===== src/hdl/wwd_defines.svh =====
// Constants of the windowed watchdog: register offsets, field positions,
// start values and prescale ratios. Assumes a byte-wide register port.
// Function
// (RULE_01) Refresh accepted only inside acknowledgement window
// (RULE_02) Window code selects 25/50/75/100 percent
// (RULE_03) Out-of-window refresh fires interrupt or reset
// (RULE_04) Software refreshes only while counting
// (RULE_05) Unprotected mode counts the CPU clock
// (RULE_06) Unprotected period is ratio 16/128/2 times count
// (RULE_07) Period option picks start value 03FFh..3FFFh
// (RULE_08) Reload on reset, underflow, 00h-FFh refresh
// (RULE_09) Prescaler cleared only by reset
// (RULE_10) Start option 1: wait for start write
// (RULE_11) Start option 0: count right after reset
// (RULE_12) Unprotected count pauses in wait and stop
// (RULE_13) Unprotected underflow: interrupt or reset by action bit
// (RULE_14) Start option bit is read-only
// (RULE_15) Protected mode counts low-speed oscillator ticks
// (RULE_16) Protected period is start count, no prescaler
// (RULE_17) Protected counting never halts
// (RULE_18) Protected underflow always resets
// (RULE_19) Protection bit enables oscillator, forces reset action
// (RULE_20) Protection-after-reset option 0 sets protection
// (RULE_21) Protection set by 0 then 1, never cleared
// (RULE_22) Action bit sticky: 1 sets, 0 ignored
// (RULE_23) Decrement per tick, underflow past zero
`ifndef WWD_DEFINES_SVH
`define WWD_DEFINES_SVH

`define WWD_ADDR_W 16
`define WWD_CNT_W 14
`define WWD_DIV_W 7

`define WWD_ADDR_PM1 16'h0005
`define WWD_ADDR_CM0 16'h0006
`define WWD_ADDR_REFRESH 16'h000D
`define WWD_ADDR_START 16'h000E
`define WWD_ADDR_CTRL 16'h000F
`define WWD_ADDR_PROT 16'h001C
`define WWD_ADDR_OPT2 16'hFFDB
`define WWD_ADDR_OPT 16'hFFFF

`define WWD_BIT_PRE_SEL 7
`define WWD_BIT_LS_SEL 7
`define WWD_BIT_ACTION 2
`define WWD_BIT_PROT 7
`define WWD_BIT_START_OPT 0
`define WWD_BIT_PROT_INI 7
`define WWD_UF_LSB 0
`define WWD_WIN_LSB 2

`define WWD_START_00 14'h03FF
`define WWD_START_01 14'h0FFF
`define WWD_START_10 14'h1FFF
`define WWD_START_11 14'h3FFF

`define WWD_REFRESH_FIRST 8'h00
`define WWD_REFRESH_SECOND 8'hFF

// Prescaler terminal counts are the ratio minus one, so 128 fits in seven bits
`define WWD_DIV_16 7'h0F
`define WWD_DIV_128 7'h7F
`define WWD_DIV_2 7'h01
`define WWD_WIN_FULL 2'h3

`endif


===== src/hdl/wwd_pkg.sv =====
// Types shared by the watchdog modules.
// Assumes wwd_defines.svh is on the include path.
package wwd_pkg;
`include "wwd_defines.svh"

    typedef enum logic [1:0] {WWD_BOOT, WWD_STOPPED, WWD_RUN} wwd_mode_t;

    typedef struct packed {
        wwd_mode_t mode;
        logic [`WWD_CNT_W-1:0] cnt;
        logic refr_armed;
        logic prot_armed;
        logic prot;
        logic action;
        logic pre_sel;
        logic ls_sel;
        logic losc_on;
        logic irq;
        logic rst_req;
        logic [7:0] rd_data;
    } wwd_state_t;

    typedef struct packed {
        logic [`WWD_DIV_W-1:0] cnt;
        logic tick;
    } wwd_pre_state_t;
endpackage


===== src/hdl/wwd_prescaler.sv =====
// Count-source prescaler: one tick every div_ratio+1 enabled cycles.
// Assumes the terminal count may change at any time; a count past it wraps at once.
`timescale 1ns/100ps
`include "wwd_defines.svh"
module wwd_prescaler import wwd_pkg::*; #(
    parameter int W = `WWD_DIV_W
) (
    input wire logic clk_sys,
    input wire logic reset,
    input wire logic enable,
    input wire logic [W-1:0] div_ratio,
    output logic tick
);
    wwd_pre_state_t st_reg;
    wwd_pre_state_t st_next;

    // Only reset clears the count, so a refresh leaves the phase alone
    always_comb begin
        st_next = st_reg;
        st_next.tick = 1'b0;
        if (enable) begin
            if (st_reg.cnt >= div_ratio) begin // see RULE_06
                st_next.cnt = '0;
                st_next.tick = 1'b1;
            end else begin
                st_next.cnt = st_reg.cnt + 1'b1;
            end
        end
    end

    always_ff @(posedge clk_sys or posedge reset) begin
        if (reset) begin
            st_reg <= '0; // see RULE_09
        end else begin
            st_reg <= st_next;
        end
    end

    assign tick = st_reg.tick;
endmodule // wwd_prescaler


===== src/hdl/wwd_watchdog.sv =====
// Windowed watchdog top: registers, count control and underflow actions.
// Assumes option bytes are static flash levels and losc_tick is a
// one-cycle pulse per low-speed oscillator period, synchronous to clk_sys.
//
// Our own choice: the plain strobed port.
`timescale 1ns/100ps
`include "wwd_defines.svh"
module wwd_watchdog import wwd_pkg::*; #(
    parameter int CNT_W = `WWD_CNT_W,
    parameter int DIV_W = `WWD_DIV_W
) (
    input wire logic clk_sys,
    input wire logic reset,
    input wire logic [`WWD_ADDR_W-1:0] bus_addr,
    input wire logic [7:0] bus_wdata,
    input wire logic bus_wr,
    input wire logic bus_rd,
    output logic [7:0] bus_rdata,
    input wire logic [7:0] opt_byte,
    input wire logic [7:0] opt_byte_two,
    input wire logic wait_mode,
    input wire logic stop_mode,
    input wire logic losc_tick,
    output logic wdt_irq,
    output logic wdt_reset_req,
    output logic losc_on
);
    wwd_state_t st_reg;
    wwd_state_t st_next;

    logic [CNT_W-1:0] start_val;
    logic [1:0] uf_sel;
    logic [1:0] win_sel;
    logic in_window;
    logic halted;
    logic count_en;
    logic pre_tick;
    logic cnt_tick;
    logic [DIV_W-1:0] div_ratio;
    logic wr_refresh;
    logic refresh_done;
    logic refresh_ok;
    logic refresh_bad;
    logic underflow;
    logic fire;

    assign uf_sel = opt_byte_two[`WWD_UF_LSB +: 2];
    assign win_sel = opt_byte_two[`WWD_WIN_LSB +: 2];

    always_comb begin
        unique case (uf_sel) // see RULE_07
            2'b00: start_val = `WWD_START_00;
            2'b01: start_val = `WWD_START_01;
            2'b10: start_val = `WWD_START_10;
            2'b11: start_val = `WWD_START_11;
        endcase
    end

    // Low-speed clock select uses the shortest ratio so the period stays usable
    always_comb begin
        if (st_reg.ls_sel) begin
            div_ratio = `WWD_DIV_2; // see RULE_06
        end else if (st_reg.pre_sel) begin
            div_ratio = `WWD_DIV_128;
        end else begin
            div_ratio = `WWD_DIV_16;
        end
    end

    assign halted = !st_reg.prot && (wait_mode || stop_mode); // see RULE_12
    assign count_en = (st_reg.mode == WWD_RUN) && !halted; // see RULE_17

    wwd_prescaler #(
        .W(DIV_W)
    ) u_prescaler (
        .clk_sys(clk_sys),
        .reset(reset),
        .enable(count_en && !st_reg.prot), // see RULE_05
        .div_ratio(div_ratio),
        .tick(pre_tick)
    );

    wwd_window #(
        .W(CNT_W)
    ) u_window (
        .cnt(st_reg.cnt),
        .start(start_val),
        .win_sel(win_sel),
        .in_window(in_window)
    );

    // Protected mode bypasses the prescaler: one count per oscillator tick
    assign cnt_tick = st_reg.prot ? (losc_tick && st_reg.mode == WWD_RUN)
                                  : pre_tick; // see RULE_15 RULE_16

    assign wr_refresh = bus_wr && (bus_addr == `WWD_ADDR_REFRESH);
    // A refresh while stopped is ignored; software must not issue one
    assign refresh_done = wr_refresh && st_reg.refr_armed
        && (bus_wdata == `WWD_REFRESH_SECOND)
        && (st_reg.mode == WWD_RUN); // see RULE_04
    assign refresh_ok = refresh_done && in_window; // see RULE_01
    assign refresh_bad = refresh_done && !in_window; // see RULE_03
    assign underflow = cnt_tick && (st_reg.cnt == '0); // see RULE_23
    assign fire = refresh_bad || (underflow && !refresh_ok);

    always_comb begin
        st_next = st_reg;
        st_next.irq = 1'b0;
        st_next.rst_req = 1'b0;
        st_next.rd_data = '0;
        if (st_reg.mode == WWD_BOOT) begin
            // Option levels are caught on the first edge after release
            st_next.prot = !opt_byte[`WWD_BIT_PROT_INI]; // see RULE_20
            st_next.action = !opt_byte[`WWD_BIT_PROT_INI];
            st_next.losc_on = !opt_byte[`WWD_BIT_PROT_INI];
            st_next.cnt = start_val; // see RULE_08
            if (opt_byte[`WWD_BIT_START_OPT]) begin
                st_next.mode = WWD_STOPPED; // see RULE_10
            end else begin
                st_next.mode = WWD_RUN; // see RULE_11
            end
        end else begin
            if (bus_wr) begin
                unique case (bus_addr)
                    `WWD_ADDR_START: begin
                        if (st_reg.mode == WWD_STOPPED) begin
                            st_next.mode = WWD_RUN; // see RULE_10
                        end
                    end
                    `WWD_ADDR_CTRL: begin
                        st_next.pre_sel = bus_wdata[`WWD_BIT_PRE_SEL];
                    end
                    `WWD_ADDR_CM0: begin
                        st_next.ls_sel = bus_wdata[`WWD_BIT_LS_SEL];
                    end
                    `WWD_ADDR_PM1: begin
                        if (bus_wdata[`WWD_BIT_ACTION]) begin
                            st_next.action = 1'b1; // see RULE_22
                        end
                    end
                    `WWD_ADDR_PROT: begin
                        if (!bus_wdata[`WWD_BIT_PROT]) begin
                            st_next.prot_armed = 1'b1;
                        end else begin
                            st_next.prot_armed = 1'b0;
                            if (st_reg.prot_armed) begin
                                st_next.prot = 1'b1; // see RULE_21
                                st_next.action = 1'b1; // see RULE_19
                                st_next.losc_on = 1'b1;
                            end
                        end
                    end
                    `WWD_ADDR_REFRESH: begin
                        st_next.refr_armed = (bus_wdata == `WWD_REFRESH_FIRST);
                    end
                    default: begin
                    end
                endcase
            end
            // Refresh wins over a same-cycle tick; the prescaler keeps its phase
            if (refresh_ok) begin
                st_next.cnt = start_val; // see RULE_08
            end else if (cnt_tick) begin
                if (underflow) begin
                    st_next.cnt = start_val; // see RULE_08
                end else begin
                    st_next.cnt = st_reg.cnt - 1'b1; // see RULE_23
                end
            end
            // Illegal refresh and underflow in one cycle give one event
            if (fire) begin
                if (st_reg.action || st_reg.prot) begin
                    st_next.rst_req = 1'b1; // see RULE_13 RULE_18
                end else begin
                    st_next.irq = 1'b1; // see RULE_13
                end
            end
        end
        if (bus_rd) begin
            unique case (bus_addr)
                `WWD_ADDR_CTRL: st_next.rd_data = {st_reg.pre_sel, 1'b0,
                                                   st_reg.cnt[CNT_W-1 -: 6]};
                `WWD_ADDR_CM0: st_next.rd_data = {st_reg.ls_sel, 7'h00};
                `WWD_ADDR_PM1: st_next.rd_data = {5'h00, st_reg.action, 2'h0};
                `WWD_ADDR_PROT: st_next.rd_data = {st_reg.prot, 7'h00};
                `WWD_ADDR_OPT: st_next.rd_data = opt_byte; // see RULE_14
                `WWD_ADDR_OPT2: st_next.rd_data = opt_byte_two;
                default: st_next.rd_data = '0;
            endcase
        end
    end

    always_ff @(posedge clk_sys or posedge reset) begin
        if (reset) begin
            st_reg <= '0;
        end else begin
            st_reg <= st_next;
        end
    end

    assign bus_rdata = st_reg.rd_data;
    assign wdt_irq = st_reg.irq;
    assign wdt_reset_req = st_reg.rst_req;
    assign losc_on = st_reg.losc_on;
endmodule // wwd_watchdog


===== src/hdl/wwd_window.sv =====
// Refresh acknowledgement window check, purely combinational.
// Assumes start+1 is a power of two, so quarters are exact.
`timescale 1ns/100ps
`include "wwd_defines.svh"
module wwd_window import wwd_pkg::*; #(
    parameter int W = `WWD_CNT_W
) (
    input wire logic [W-1:0] cnt,
    input wire logic [W-1:0] start,
    input wire logic [1:0] win_sel,
    output logic in_window
);
    logic [W+1:0] quarter;
    logic [W+1:0] limit;

    // The window is the last 25..100 percent of the period before underflow
    always_comb begin
        quarter = ({2'b00, start} + 1'b1) >> 2;
        limit = (quarter * ({{W{1'b0}}, win_sel} + 1'b1)) - 1'b1; // see RULE_02
        in_window = (win_sel == `WWD_WIN_FULL) || ({2'b00, cnt} <= limit); // see RULE_01
    end
endmodule // wwd_window

===== config.mk =====
export PLATFORM = sky130hd
export DESIGN_NAME = wwd_watchdog
export DESIGN_NICKNAME = d
export VERILOG_FILES = /design/src/hdl/wwd_pkg.sv /design/src/hdl/wwd_prescaler.sv /design/src/hdl/wwd_watchdog.sv /design/src/hdl/wwd_window.sv
export VERILOG_INCLUDE_DIRS = /design/src /design/src/hdl
export SDC_FILE = /design/constraint.sdc
export NUM_CORES = 1
export LEC_CHECK = 0
export CORE_UTILIZATION = 45
export CTS_CLUSTER_SIZE = 30
export DETAILED_ROUTE_END_ITERATION = 10
export DONT_BUFFER_PORTS = 1
export SYNTH_ARGS = -nofsm -noshare
export SYNTH_HDL_FRONTEND = slang
export SYNTH_SLANG_ARGS = --single-unit
export TNS_END_PERCENT = 10

===== constraint.sdc =====
create_clock -name clk_sys -period 2.8 [get_ports clk_sys]
set_clock_uncertainty 0.05 [all_clocks]
set_input_delay 0.28 -clock clk_sys [delete_from_list [all_inputs] [get_ports clk_sys]]
set_output_delay 0.28 -clock clk_sys [all_outputs]
set_load 0.05 [all_outputs]

==> impl_metrics.prom <==
# TYPE chip_impl_metric gauge
chip_impl_metric{name="maximum_number_of_pins_on_one_net_before_global_route_repair",unit=""} 41
chip_impl_metric{name="design.die.area",unit="µm²"} 6910
chip_impl_metric{name="netlist-cell-type-count",unit=""} 52
chip_impl_info{name="cpMostUsedCell",value="ha_4"} 1
chip_impl_metric{name="synth.yosys.seq_area_share",unit=""} 0.338
chip_impl_metric{name="area_delta_synth_final",unit="%"} 13.1
chip_impl_info{name="postSynth.topFlopCell",value="dfrtp_1"} 1
chip_impl_metric{name="antenna_violations_before_repair",unit=""} 0
chip_impl_metric{name="ys_seq_elements",unit=""} 40
chip_impl_metric{name="critPathArrivalTime",unit="ns"} 3.26
chip_impl_metric{name="cts_made_buffers",unit=""} 5
chip_impl_metric{name="layout-drive-gt1-share",unit=""} 0.169
chip_impl_metric{name="route.final.wire_length",unit="µm"} 7320
chip_impl_info{name="setup.worst_path.class",value="primary input to flip-flop"} 1
chip_impl_metric{name="leakage",unit="nW"} 1.46
chip_impl_metric{name="min_path_cells",unit=""} 1
chip_impl_metric{name="mean_syn_cell_area",unit="µm²"} 8.84
chip_impl_metric{name="antenna-diode-count",unit=""} 0
chip_impl_metric{name="globalRouteMet1Util",unit=""} 0.298
chip_impl_metric{name="hpwlAfterDp",unit="µm"} 5600
chip_impl_metric{name="drt_pre_antenna_iters",unit=""} 4
chip_impl_info{name="gr-max-usage-layer",value="met2"} 1
chip_impl_metric{name="first_iter_violations",unit=""} 194
chip_impl_metric{name="clk_pin_slew_worst_paths",unit="ns"} 0.08
chip_impl_metric{name="yosys_warnings",unit=""} 0
chip_impl_metric{name="setup_slack",unit="ns"} -0.288
chip_impl_info{name="holdCritPathClass",value="primary input to flip-flop"} 1
chip_impl_metric{name="dpl.cell_count",unit=""} 417
chip_impl_metric{name="fmaxAchievable",unit="MHz"} 324
chip_impl_metric{name="track_usage",unit=""} 0.223
chip_impl_metric{name="timing_hold_violations_final",unit=""} 0
chip_impl_metric{name="layout.filler_cells",unit=""} 611
chip_impl_info{name="timing.critical_path.cells",value="ha_4 > nand2_4 > ha_4 > fa_1 > inv_2 > ha_4 > a21oi_4 > xor2_1 > ha_1 > nand3_1 > nor4_1 > nor4_1 > nand4_1 > o22ai_2 > and2_4 > mux2i_1"} 1
chip_impl_metric{name="worstSkewPairLatency",unit="ns"} 0.30
chip_impl_metric{name="relSlewSlack",unit=""} 0.176
chip_impl_metric{name="grt_pass1_vias",unit=""} 2509
chip_impl_metric{name="reg2reg_depth",unit=""} 7
chip_impl_metric{name="floorplan.core_area",unit="µm²"} 6350
chip_impl_metric{name="cts.sink_count",unit=""} 40
chip_impl_metric{name="port_buffers",unit=""} 0
chip_impl_metric{name="grt_util_met2",unit=""} 0.354
chip_impl_metric{name="detail-route-antenna-nets",unit=""} 0
chip_impl_metric{name="netlist_instances",unit=""} 335
chip_impl_info{name="unrepaired_setup_endpoints_after_global_routing",value="true"} 1
chip_impl_info{name="timing.critical_path.from_type",value="primary input"} 1
chip_impl_metric{name="largest_register_ff_count",unit=""} 22
chip_impl_metric{name="asyncSetResetFlopFracSynth",unit=""} 1.00
chip_impl_metric{name="period_share",unit=""} 1.10
chip_impl_info{name="yosysTopAreaCell",value="dfrtp_1"} 1
chip_impl_metric{name="fin_crit",unit="ns"} 3.09
chip_impl_metric{name="final_net_count",unit=""} 424
chip_impl_info{name="slowest_stage",value="fa_1"} 1
chip_impl_metric{name="p_sw_frac",unit=""} 0.349
chip_impl_metric{name="tightest_slew",unit="ns"} 1.23
chip_impl_metric{name="setup_viol_count_final",unit=""} 16
chip_impl_metric{name="synth-edff-count",unit=""} 0
chip_impl_metric{name="groute.layer.met3.usage",unit=""} 0.0656
chip_impl_info{name="yosys-top-cells-area",value="dfrtp_1 (34%), ha_1 (11%), nand2_1 (4.4%), nor2_1 (3.5%), o21ai_0 (3.4%)"} 1
chip_impl_info{name="failed_checks",value="setup timing"} 1
chip_impl_metric{name="detailroute.via_count",unit=""} 2530
chip_impl_metric{name="initial_utilization",unit=""} 0.467
chip_impl_metric{name="power.clock.fraction",unit=""} 0.272
chip_impl_metric{name="cts-root-to-sink-buffers",unit=""} 2
chip_impl_metric{name="layoutNonFillerInstCount",unit=""} 427
chip_impl_metric{name="report.final.slew_viol_count",unit=""} 0
chip_impl_metric{name="netlist_area",unit="µm²"} 2960
chip_impl_metric{name="placement_rows",unit=""} 29
chip_impl_metric{name="place.gp.congestion",unit=""} 0.937
chip_impl_metric{name="internal_power",unit="W"} 0.00119
chip_impl_metric{name="drc",unit=""} 0
chip_impl_metric{name="post_cts_buffers",unit=""} 0
chip_impl_metric{name="die_w",unit="µm"} 83.1
chip_impl_info{name="status",value="complete, but fails checks"} 1
chip_impl_info{name="cts_tree",value="yes"} 1
chip_impl_metric{name="grt_first_pass_wirelength",unit="µm"} 12400
chip_impl_metric{name="syn_nets",unit=""} 410
chip_impl_metric{name="critical_path_required",unit="ns"} 2.98
chip_impl_metric{name="routedWlPerCell",unit="µm"} 17.1
chip_impl_metric{name="floorplan.io_pins",unit=""} 58
chip_impl_metric{name="power.density_cell_area",unit="nW/µm²"} 545
chip_impl_info{name="root_buffer",value="clkbuf_8"} 1
chip_impl_metric{name="timing.critical_path.fanout_max",unit=""} 6
chip_impl_metric{name="number_of_h_tree_levels",unit=""} 2
chip_impl_metric{name="die_y",unit="µm"} 83.1
chip_impl_metric{name="pwr-share-seq",unit=""} 0.451
chip_impl_metric{name="grt.overflow.total",unit=""} 0
chip_impl_metric{name="detail_route.vias_per_cell",unit=""} 5.93
chip_impl_metric{name="post-synth-top-area-fraction",unit=""} 0.338
chip_impl_metric{name="power.ir.vdd_worst",unit="mV"} 0.267
chip_impl_metric{name="fin_worst_hold_slack",unit="ns"} 0.00816
chip_impl_info{name="end_kind",value="flip-flop"} 1
chip_impl_metric{name="number_of_max_cap_violations",unit=""} 0
chip_impl_metric{name="power.combinational.fraction",unit=""} 0.278
chip_impl_metric{name="switching_power_of_the_nets",unit="W"} 0.000638
chip_impl_metric{name="critical-path-max-stage-delay",unit="ns"} 0.49
==> worst max-delay path: cells and delay by family <==
kind,cells,cell delay [ns]
compound gates,2,0.30
xor+xnor,1,0.16
fa+ha+maj,5,1.59
buf+inv,1,0.05
mux,1,0.17
simple gates,6,0.73
==> worst paths after layout <==
check	from	endpoint	slack (ns)
max reg2reg	st_reg[11]	u_prescaler.st_reg[7]	0.46
min	opt_byte[7]	st_reg[13]	0.008
max	opt_byte_two[3]	st_reg[28]	-0.29
max in group asynchronous	reset	st_reg[13]	1.84
min in group asynchronous	reset	u_prescaler.st_reg[5]	0.49
min reg2reg	u_prescaler.st_reg[7]	u_prescaler.st_reg[7]	0.46
==> synthesized netlist by cell type (4+ instances only) <==
master    number
dfrtp_1       40
nand2_1       35
nor2_1        28
ha_1          26
o21ai_0       20
inv_1         18
nand3_1       12
or3_1         12
a21oi_1       10
nor3_1        10
nand4_1        9
nor2b_1        9
buf_4          8
nand2b_1       8
nor4_1         8
xor2_1         8
a222oi_1       6
xnor2_1        6
o31ai_1        5
clkbuf_1       4
==> area by class of cell <==
class | instances | area [µm²] | share of cell area
tap | 77 | 96.3 | 0.0287
inverter | 18 | 67.6 | 0.0202
clock inverter | 3 | 47.5 | 0.0142
multi-input combinational | 263 | 1910 | 0.570
clock buffer | 5 | 68.8 | 0.0205
sequential | 40 | 1000 | 0.299
timing repair buffer | 21 | 160 | 0.0478
==> timing repair <==
action                     4_1_cts  5_1_grt
resized for setup                0        3
setup endpoints to repair       16       16
pin swaps                        3        0
hold endpoints to repair        40        0
cloned                           1        0
hold buffers                     1        0
==> power by group through the flow <==
| stage | combinational [W] | sequential (W) | clock, W |
|---|---|---|---|
| 2_1_floorplan | 0.000384 | 0.000801 | 0 |
| 3_3_place_gp | 0.000481 | 0.000831 | 0 |
| 3_5_place_dp | 0.000503 | 0.000835 | 0 |
| 4_1_cts | 0.000505 | 0.000824 | 0.000510 |
| 5_1_grt | 0.000580 | 0.000845 | 0.000539 |
| 6_report | 0.000507 | 0.000824 | 0.000497 |
==> through the flow <==
| step | utilization | setup slack (ns) | TNS [ns] | instance area, µm² | total power (W) |
|---|---|---|---|---|---|
| after floorplan | - | -0.678 | -8.56 | 3080 | 0.00118 |
| after global placement | 0.504 | -0.542 | -7.43 | 3200 | 0.00131 |
| after detailed placement | 0.504 | -0.616 | -8.48 | 3200 | 0.00134 |
| after CTS | 0.525 | -0.274 | -3.28 | 3340 | 0.00184 |
| after global routing | 0.528 | -0.520 | -7.01 | 3350 | 0.00196 |
| final | 0.528 | -0.288 | -3.53 | 3350 | 0.00183 |
==> metal layers <==
metal  wire length, µm  vias up  share of wire
li1                  -     1250              -
met3               490       14          0.067
met2              3460       76           0.47
met5                 0        -              0
met4               148        0          0.020
met1              3220     1190           0.44
==> cells in the final DEF, fill, tap and decap left out, types with 9 or more instances in the layout <==
cell type and n:
nor3_1 10, nor2_1 27, or3_1 12, nand4_1 9
nand2_1 32, buf_4 20, a21oi_1 9, inv_1 16
ha_1 21, o21ai_0 20, dfrtp_1 40, nand3_1 12
==> kinds of logic (layout without fill, tap and decap cells) <==
family,count (synthesis),count (layout),synth area share
AOI/OAI and AO/OA,66,66,0.151
xor gates and xnor gates,14,14,0.0414
adders and majority gates,28,28,0.123
buffers and inverters,33,47,0.0553
DFF,40,40,0.338
muxes,5,5,0.0177
and+or+nand+nor,149,150,0.273
(Power assumes the default switching activity.)
